$ cat config.mk
export PLATFORM = sky130hd
export DESIGN_NAME = wdt_top
export DESIGN_NICKNAME = d
export VERILOG_FILES = /design/src/hw/wdt_pkg.sv /design/src/hw/wdt_prescaler.sv /design/src/hw/wdt_top.sv
export VERILOG_INCLUDE_DIRS = /design/src /design/src/hw
export SDC_FILE = /design/constraint.sdc
export NUM_CORES = 1
export LEC_CHECK = 0
export BUFFER_PORTS_ARGS = -buffer_cell sky130_fd_sc_hd__buf_4
export CELL_PAD_IN_SITES_DETAIL_PLACEMENT = 2
export CELL_PAD_IN_SITES_GLOBAL_PLACEMENT = 2
export CORE_ASPECT_RATIO = 0.75
export CORE_UTILIZATION = 35
export CTS_CLUSTER_DIAMETER = 100
export CTS_CLUSTER_SIZE = 20
export DETAILED_ROUTE_END_ITERATION = 6
export MAX_ROUTING_LAYER = met4
export PLACE_DENSITY = 0.82
export SYNTH_ARGS = -nofsm -noshare
export SYNTH_HDL_FRONTEND = slang
export SYNTH_SLANG_ARGS = --single-unit
$ cat constraint.sdc
create_clock -name clk_sys -period 2.5 [get_ports clk_sys]
set_input_delay 0.25 -clock clk_sys [delete_from_list [all_inputs] [get_ports clk_sys]]
set_output_delay 0.25 -clock clk_sys [all_outputs]
set_load 0.03 [all_outputs]
$ cat src/hw/wdt_defs.svh
`ifndef WDT_DEFS_SVH
`define WDT_DEFS_SVH
// register offsets on the plain register port
`define WDT_OFS_CTRL     4'h0
`define WDT_OFS_COUNT    4'h1
`define WDT_OFS_CKSTOP   4'h2
`define WDT_OFS_PMODE    4'h3
`define WDT_OFS_MODE     4'h4
// control/status bit positions
`define WDT_B_CNT_INH    7
`define WDT_B_CNT_KEY    6
`define WDT_B_CTL_INH    5
`define WDT_B_CTL_KEY    4
`define WDT_B_ON_INH     3
`define WDT_B_RUN        2
`define WDT_B_FLG_INH    1
`define WDT_B_FLAG       0
// other bit positions
`define WDT_B_MOD_STOP   2
`define WDT_B_SRC_SEL    5
// reset values and the counter maximum
`define WDT_CKSTOP_RST   8'hFF
`define WDT_PMODE_RST    8'h00
`define WDT_COUNT_RST    8'h00
`define WDT_COUNT_MAX    8'hFF
// prescaler ratios and reset hold length
`define WDT_DIV_SYS      8192
`define WDT_DIV_SUB      32
`define WDT_HOLD_CYC     512
`endif

$ cat src/hw/wdt_pkg.sv
package wdt_pkg;
  // power modes presented by the system controller
  typedef enum logic [2:0] {
    WDT_PM_ACTIVE    = 3'h0,
    WDT_PM_SLEEP     = 3'h1,
    WDT_PM_SUBACTIVE = 3'h2,
    WDT_PM_WATCH     = 3'h3,
    WDT_PM_SUBSLEEP  = 3'h4,
    WDT_PM_STANDBY   = 3'h5
  } wdt_pmode_t;
  typedef enum logic [1:0] {
    WDT_ST_IDLE  = 2'b00,
    WDT_ST_DELAY = 2'b01,
    WDT_ST_HOLD  = 2'b11
  } wdt_state_t;
endpackage : wdt_pkg

$ cat src/hw/wdt_prescaler.sv
`timescale 1ns/1ps
`include "wdt_defs.svh"
// divider, cleared while run is low, giving one-cycle ticks of the chosen source
module wdt_prescaler #(
  parameter int DIV_SYS = `WDT_DIV_SYS,
  parameter int DIV_SUB = `WDT_DIV_SUB
) (
  input  wire logic clk_sys,
  input  wire logic resetn,
  input  wire logic ce,
  input  wire logic run,
  input  wire logic sub_tick,
  input  wire logic src_sub,
  output logic      tick
);
  localparam int W = $clog2(DIV_SYS);
  logic [W-1:0] cnt_reg, cnt_next;
  logic [W-1:0] lim;

  always_comb begin
    lim = src_sub ? W'(DIV_SUB - 1) : W'(DIV_SYS - 1);
    cnt_next = cnt_reg;
    tick = 1'b0;
    if (!run) begin
      cnt_next = '0;
    end else if (!src_sub || sub_tick) begin
      if (cnt_reg >= lim) begin
        cnt_next = '0;
        tick = 1'b1;
      end else begin
        cnt_next = cnt_reg + W'(1);
      end
    end
  end

  always_ff @(posedge clk_sys) begin
    if (!resetn) begin
      cnt_reg <= '0;
    end else if (ce) begin
      cnt_reg <= cnt_next;
    end
  end
endmodule : wdt_prescaler

$ cat src/hw/wdt_top.sv
`timescale 1ns/1ps
`include "wdt_defs.svh"
module wdt_top #(
  parameter int DIV_SYS  = `WDT_DIV_SYS,
  parameter int DIV_SUB  = `WDT_DIV_SUB,
  parameter int HOLD_CYC = `WDT_HOLD_CYC
) (
  input  wire logic       clk_sys,
  input  wire logic       resetn,
  input  wire logic       ce,
  input  wire logic       pin_resetn,
  input  wire logic       sub_clk_pin,
  input  wire logic       osc_tick,
  input  wire logic [3:0] addr,
  input  wire logic [7:0] wdata,
  input  wire logic       wr_en,
  input  wire logic       rd_en,
  output logic      [7:0] rdata,
  output logic            wdt_reset_out
);
  // sync chains for the subclock pin and the reset pin
  logic [2:0] sub_sync_reg;
  logic [2:0] pin_sync_reg;
  logic       sub_lvl_reg;
  logic       pin_lvl_reg;
  logic       sub_lvl_next;
  logic       pin_lvl_next;
  logic       sub_tick;

  always_comb begin
    sub_lvl_next = sub_lvl_reg;
    pin_lvl_next = pin_lvl_reg;
    if (sub_sync_reg[1] == sub_sync_reg[2]) begin
      sub_lvl_next = sub_sync_reg[2];
    end
    if (pin_sync_reg[1] == pin_sync_reg[2]) begin
      pin_lvl_next = pin_sync_reg[2];
    end
  end
  assign sub_tick = sub_lvl_next & ~sub_lvl_reg;

  always_ff @(posedge clk_sys) begin
    if (!resetn) begin
      sub_sync_reg <= 3'h0;
      pin_sync_reg <= 3'h7;
      sub_lvl_reg  <= 1'b0;
      pin_lvl_reg  <= 1'b1;
    end else if (ce) begin
      sub_sync_reg <= {sub_sync_reg[1:0], sub_clk_pin};
      pin_sync_reg <= {pin_sync_reg[1:0], pin_resetn};
      sub_lvl_reg  <= sub_lvl_next;
      pin_lvl_reg  <= pin_lvl_next;
    end
  end

  // register state
  localparam int HOLD_W = $clog2(HOLD_CYC + 1);
  logic             cnt_key_reg, cnt_key_next;
  logic             ctl_key_reg, ctl_key_next;
  logic             run_reg,     run_next;
  logic             flag_reg,    flag_next;
  logic       [7:0] count_reg,   count_next;
  logic       [7:0] ckstop_reg,  ckstop_next;
  logic       [7:0] pmode_reg,   pmode_next;
  wdt_pkg::wdt_pmode_t pm_reg,   pm_next;
  logic       [7:0] rdata_next;
  wdt_pkg::wdt_state_t st_reg,   st_next;
  logic [HOLD_W-1:0] hold_reg,   hold_next;
  logic             ovf;
  logic             tick;
  logic             src_sub;
  logic             mod_stop;
  logic             halted;
  logic             active;
  logic             pin_fall;

  assign src_sub  = pmode_reg[`WDT_B_SRC_SEL];
  // standby bit only bites once the watchdog is off
  assign mod_stop = ~ckstop_reg[`WDT_B_MOD_STOP] & ~run_reg;
  always_comb begin
    unique case (pm_reg)
      wdt_pkg::WDT_PM_ACTIVE,
      wdt_pkg::WDT_PM_SLEEP:     halted = 1'b0;
      wdt_pkg::WDT_PM_SUBACTIVE: halted = ~src_sub;
      default:                   halted = 1'b1;
    endcase
  end
  assign active   = run_reg & ~mod_stop & ~halted;
  assign pin_fall = pin_lvl_reg & ~pin_lvl_next;

  wdt_prescaler #(
    .DIV_SYS (DIV_SYS),
    .DIV_SUB (DIV_SUB)
  ) u_pre (
    .clk_sys  (clk_sys),
    .resetn   (resetn),
    .ce       (ce),
    .run      (active),
    .sub_tick (sub_tick),
    .src_sub  (src_sub),
    .tick     (tick)
  );

  logic wr_ctl, wr_cnt;
  assign wr_ctl = wr_en & (addr == `WDT_OFS_CTRL);
  assign wr_cnt = wr_en & (addr == `WDT_OFS_COUNT);
  assign ovf = tick & (count_reg == `WDT_COUNT_MAX);

  always_comb begin
    cnt_key_next = cnt_key_reg;
    ctl_key_next = ctl_key_reg;
    run_next     = run_reg;
    flag_next    = flag_reg;
    count_next   = count_reg;
    ckstop_next  = ckstop_reg;
    pmode_next   = pmode_reg;
    pm_next      = pm_reg;
    // halted modes freeze the count; only the bus and the reset pin still reach these registers
    if (tick) begin
      count_next = count_reg + 8'h01;
    end
    if (wr_ctl) begin
      if (!wdata[`WDT_B_CNT_INH]) begin
        cnt_key_next = wdata[`WDT_B_CNT_KEY];
      end
      if (!wdata[`WDT_B_CTL_INH]) begin
        ctl_key_next = wdata[`WDT_B_CTL_KEY];
      end
      if (ctl_key_reg && !wdata[`WDT_B_ON_INH]) begin
        run_next = wdata[`WDT_B_RUN];
      end
      if (ctl_key_reg && !wdata[`WDT_B_FLG_INH] && !wdata[`WDT_B_FLAG]) begin
        flag_next = 1'b0;
      end
    end
    if (wr_cnt && cnt_key_reg) begin
      count_next = wdata;
    end
    if (wr_en && addr == `WDT_OFS_CKSTOP) begin
      ckstop_next = wdata;
    end
    if (wr_en && addr == `WDT_OFS_PMODE) begin
      pmode_next = wdata;
    end
    if (wr_en && addr == `WDT_OFS_MODE) begin
      pm_next = wdt_pkg::wdt_pmode_t'(wdata[2:0]);
    end
    // set wins over a same-cycle software clear; a pin clear wins over both
    if (ovf) begin
      flag_next = 1'b1;
    end
    if (pin_fall) begin
      flag_next = 1'b0;
    end
  end

  always_comb begin
    rdata_next = 8'h00;
    if (rd_en) begin
      unique case (addr)
        `WDT_OFS_CTRL:   rdata_next = {1'b1, cnt_key_reg, 1'b1, ctl_key_reg,
                                       1'b1, run_reg, 1'b1, flag_reg};
        `WDT_OFS_COUNT:  rdata_next = count_reg;
        `WDT_OFS_CKSTOP: rdata_next = ckstop_reg;
        `WDT_OFS_PMODE:  rdata_next = pmode_reg;
        `WDT_OFS_MODE:   rdata_next = {5'h00, pm_reg};
        default:         rdata_next = 8'h00;
      endcase
    end
  end

  // internal reset sequencer: one base cycle delay, then 512 osc cycles
  always_comb begin
    st_next   = st_reg;
    hold_next = hold_reg;
    unique case (st_reg)
      wdt_pkg::WDT_ST_IDLE: begin
        if (ovf) begin
          st_next = wdt_pkg::WDT_ST_DELAY;
        end
      end
      wdt_pkg::WDT_ST_DELAY: begin
        st_next   = wdt_pkg::WDT_ST_HOLD;
        hold_next = HOLD_W'(HOLD_CYC - 1);
      end
      wdt_pkg::WDT_ST_HOLD: begin
        if (osc_tick) begin
          if (hold_reg == '0) begin
            st_next = wdt_pkg::WDT_ST_IDLE;
          end else begin
            hold_next = hold_reg - HOLD_W'(1);
          end
        end
      end
      default: st_next = wdt_pkg::WDT_ST_IDLE;
    endcase
  end
  assign wdt_reset_out = (st_reg == wdt_pkg::WDT_ST_HOLD);

  always_ff @(posedge clk_sys) begin
    if (!resetn) begin
      cnt_key_reg <= 1'b0;
      ctl_key_reg <= 1'b0;
      run_reg     <= 1'b0;
      flag_reg    <= 1'b0;
      count_reg   <= `WDT_COUNT_RST;
      ckstop_reg  <= `WDT_CKSTOP_RST;
      pmode_reg   <= `WDT_PMODE_RST;
      pm_reg      <= wdt_pkg::WDT_PM_ACTIVE;
      rdata       <= 8'h00;
      st_reg      <= wdt_pkg::WDT_ST_IDLE;
      hold_reg    <= '0;
    end else if (ce) begin
      cnt_key_reg <= cnt_key_next;
      ctl_key_reg <= ctl_key_next;
      run_reg     <= run_next;
      flag_reg    <= flag_next;
      count_reg   <= count_next;
      ckstop_reg  <= ckstop_next;
      pmode_reg   <= pmode_next;
      pm_reg      <= pm_next;
      rdata       <= rdata_next;
      st_reg      <= st_next;
      hold_reg    <= hold_next;
    end
  end
endmodule : wdt_top
==> results_dict.tcl <==
set metrics [dict create \
    synth.cell_area_um2 3700 \
    maxCapViolCount 0 \
    arrival_ps 2570 \
    vdd_drop_max_mv 0.286 \
    fmax_mhz 432 \
    cts_buffer_depth 2 \
    ant_nets 0 \
    ys_types 59 \
    synthFlopType "dfxtp_1" \
    critPathLaunchType "flop" \
    p_int_mw 2.07 \
    synthArstFlopShare_pct 0 \
    largest_reg_flops 13 \
    grt_antenna_before_repair 0 \
    cpPeakStageDelay_ps 760 \
    final_common_cell "dfxtp_1" \
    relSlewSlack_pct 41.1 \
    layout_min_cycle_time_ps 2320 \
    syn_avg_cell_area_um2 8.84 \
    core_um2 10300 \
    ctsHtreeMaxLevel 3 \
    dieArea_um2 11000 \
    grt_max_degree 36 \
    drc 0 \
    grt_pass1_wl_um 20400 \
    initialDrtViolationCount 162 \
    outcome "finished clean" \
    drv_slew 0 \
    slowest_stage "a2111oi_0" \
    end_kind "flop" \
    dpl.hpwl_um 8300 \
    die_x_um 121 \
    p_switching_uw 604 \
    final_cell_mix "dfxtp_1, nor2_1, buf_4" \
    initial_core_util_pct 36.0 \
    drtPass1Iterations 4 \
    numClockSinks 72 \
    hold_violations 0 \
    layout.nets 480 \
    die_y_um 91.1 \
    area_growth_syn_to_layout_pct 18.6 \
    synth_nets 450 \
    synth_seq_area_share_pct 38.9 \
    clk_latency_ps 330 \
    critPathRequiredTime_ps 2750 \
    pwr_density_cell_nw_per_um2 610 \
    multi_input_area_um2 2120 \
    swShare_pct 22.5 \
    vias 3354 \
    num_rows 32 \
    finalCritPeriodShare_pct 92.6 \
    routed_wl_um 12300 \
    io_buffer_count 28 \
    fin_skew_ps 5.68 \
    via_per_inst 5.69 \
    clk_pin_slew_worst_paths_ps 60 \
    cts_root_buf "clkbuf_16" \
    postCtsResizedCells 0 \
    ys_ff_latch 72 \
    cts_tree "yes" \
    grt_use_total_pct 24.7 \
    cts_setup_buffers 0 \
    worstPathMaxFanout 13 \
    grt_pass1_vias 3830 \
    p_leak_nw 1.75 \
    wire_per_inst_um 20.8 \
    seq_power_share_pct 43.4 \
    rsz0062_at_grt "false" \
    hold_path.class "in -> reg" \
    drive_gt1_share_pct 16.3 \
    comb_power_share_pct 5.7 \
    place.gp.congestion 0.786 \
    ys_warn_count 0 \
    synthCells 419 \
    overflow 0 \
    crit_type "reg -> reg" \
    seqCellArea_um2 1440 \
    tightest_slew_ps 861 \
    power.share.clock_pct 50.9 \
    cp_cell_sequence "inv_1 -> a2111oi_0 -> nand2b_1 -> a21o_1 -> nand2_1 -> nor2_1" \
    setup_viol 0 \
    fillers 1121 \
    pin_count 29 \
    hold_buffers 0 \
    numCtsBuffers 9 \
    final_util_pct 42.7 \
    synth_edf_count 0 \
    tns_ps 0 \
    diodes 0 \
]
## synthesized netlist by cell type, drive strengths merged (3+ instances only)
| library cell | number | share of area (%) |
|---|---|---|
| dfxtp | 72 | 39 |
| nor2 | 49 | 5.0 |
| nand2 | 35 | 3.6 |
| mux2i | 33 | 8.9 |
| a21oi | 24 | 3.2 |
| nand3 | 19 | 2.6 |
| o21ai | 18 | 2.4 |
| inv | 14 | 1.4 |
| clkbuf | 12 | 1.2 |
| ha | 11 | 3.7 |
| and3 | 9 | 1.6 |
| xnor2 | 9 | 2.1 |
| xor2 | 9 | 2.1 |
| nor3 | 8 | 1.1 |
| a32oi | 7 | 1.7 |
| buf | 7 | 1.2 |
| nand2b | 7 | 1.2 |
| nand4 | 7 | 1.2 |
| a22oi | 6 | 1.2 |
| nor2b | 5 | 0.84 |
| a32o | 4 | 1.1 |
| nor4 | 4 | 1.1 |
| o211ai | 4 | 0.81 |
| o221a | 4 | 1.2 |
| and2 | 3 | 0.54 |
| mux2 | 3 | 0.91 |
| nand4b | 3 | 0.71 |
| o41ai | 3 | 0.71 |
| or3 | 3 | 0.64 |
## worst paths after layout
path / from / endpoint / slack [ps] / cells after the start
worst max-delay path: pmode_reg[5] / u_pre.cnt_reg[9] / 180 / 6
worst min register to register: rdata[3] / rdata[3] / 480 / 2
worst min-delay path: pin_resetn / pin_sync_reg[0] / 150 / 3
worst max register to register: pmode_reg[5] / u_pre.cnt_reg[9] / 180 / 6
## worst max-delay path, delay by kind of cell (launching register included)
family / cells / cell delay, ps
compound gates: 2 / 890
flops: 1 / 470
buf+inv: 1 / 80
simple gates: 3 / 790
## stage by stage
stage               area (um^2)  total power [mW]  hold slack, ps  setup slack [ps]  instances
floorplan                  3700              1.27             375               392        419
global placement           4070              1.33             454               248        574
detailed placement         4070              1.34             467              80.9        574
CTS                        4380              2.71             143              16.3        589
global route               4390              2.76             160              16.1        589
finish                     4390              2.68             149               184        589
## logic make-up (layout without fill, tap and decap cells)
kind of cell / Yosys count / after routing / share of synthesized area (%)
multiplexers: 38 / 38 / 11.0
adder cells (fa/ha/maj): 11 / 11 / 3.72
AND/OR/NAND/NOR: 160 / 160 / 21.7
flip-flops: 72 / 72 / 38.9
XOR/XNOR: 18 / 18 / 4.26
AO/OA/AOI/OAI: 86 / 86 / 16.3
buffers and inverters: 34 / 68 / 4.09
## final cells by class
cell class / count / share of cell area (%)
Clock buffer: 9 / 5.13
Clock inverter: 6 / 1.94
Sequential cell: 72 / 32.8
Multi-Input combinational cell: 313 / 48.3
Inverter: 14 / 1.20
Timing Repair Buffer: 39 / 6.67
Tap cell: 136 / 3.87
## power groups by stage
stage / registers (mW) / logic, mW / clock network [mW]
3_5_place_dp: 1.19 / 0.150 / 0
4_1_cts: 1.16 / 0.153 / 1.39
6_report: 1.16 / 0.153 / 1.36
5_1_grt: 1.16 / 0.165 / 1.43
3_3_place_gp: 1.19 / 0.147 / 0
2_1_floorplan: 1.19 / 0.0815 / 0
## metal layers
layer  vias to the layer above  wire length [um]  global-route usage [%]
met1                      1676              5550                    30.3
li1                       1579                 -                       -
met5                         -                 0                       -
met4                         0               342                    11.4
met2                        73              5880                    39.5
met3                        26               478                    4.33
Power figures use the tool's default switching activity.
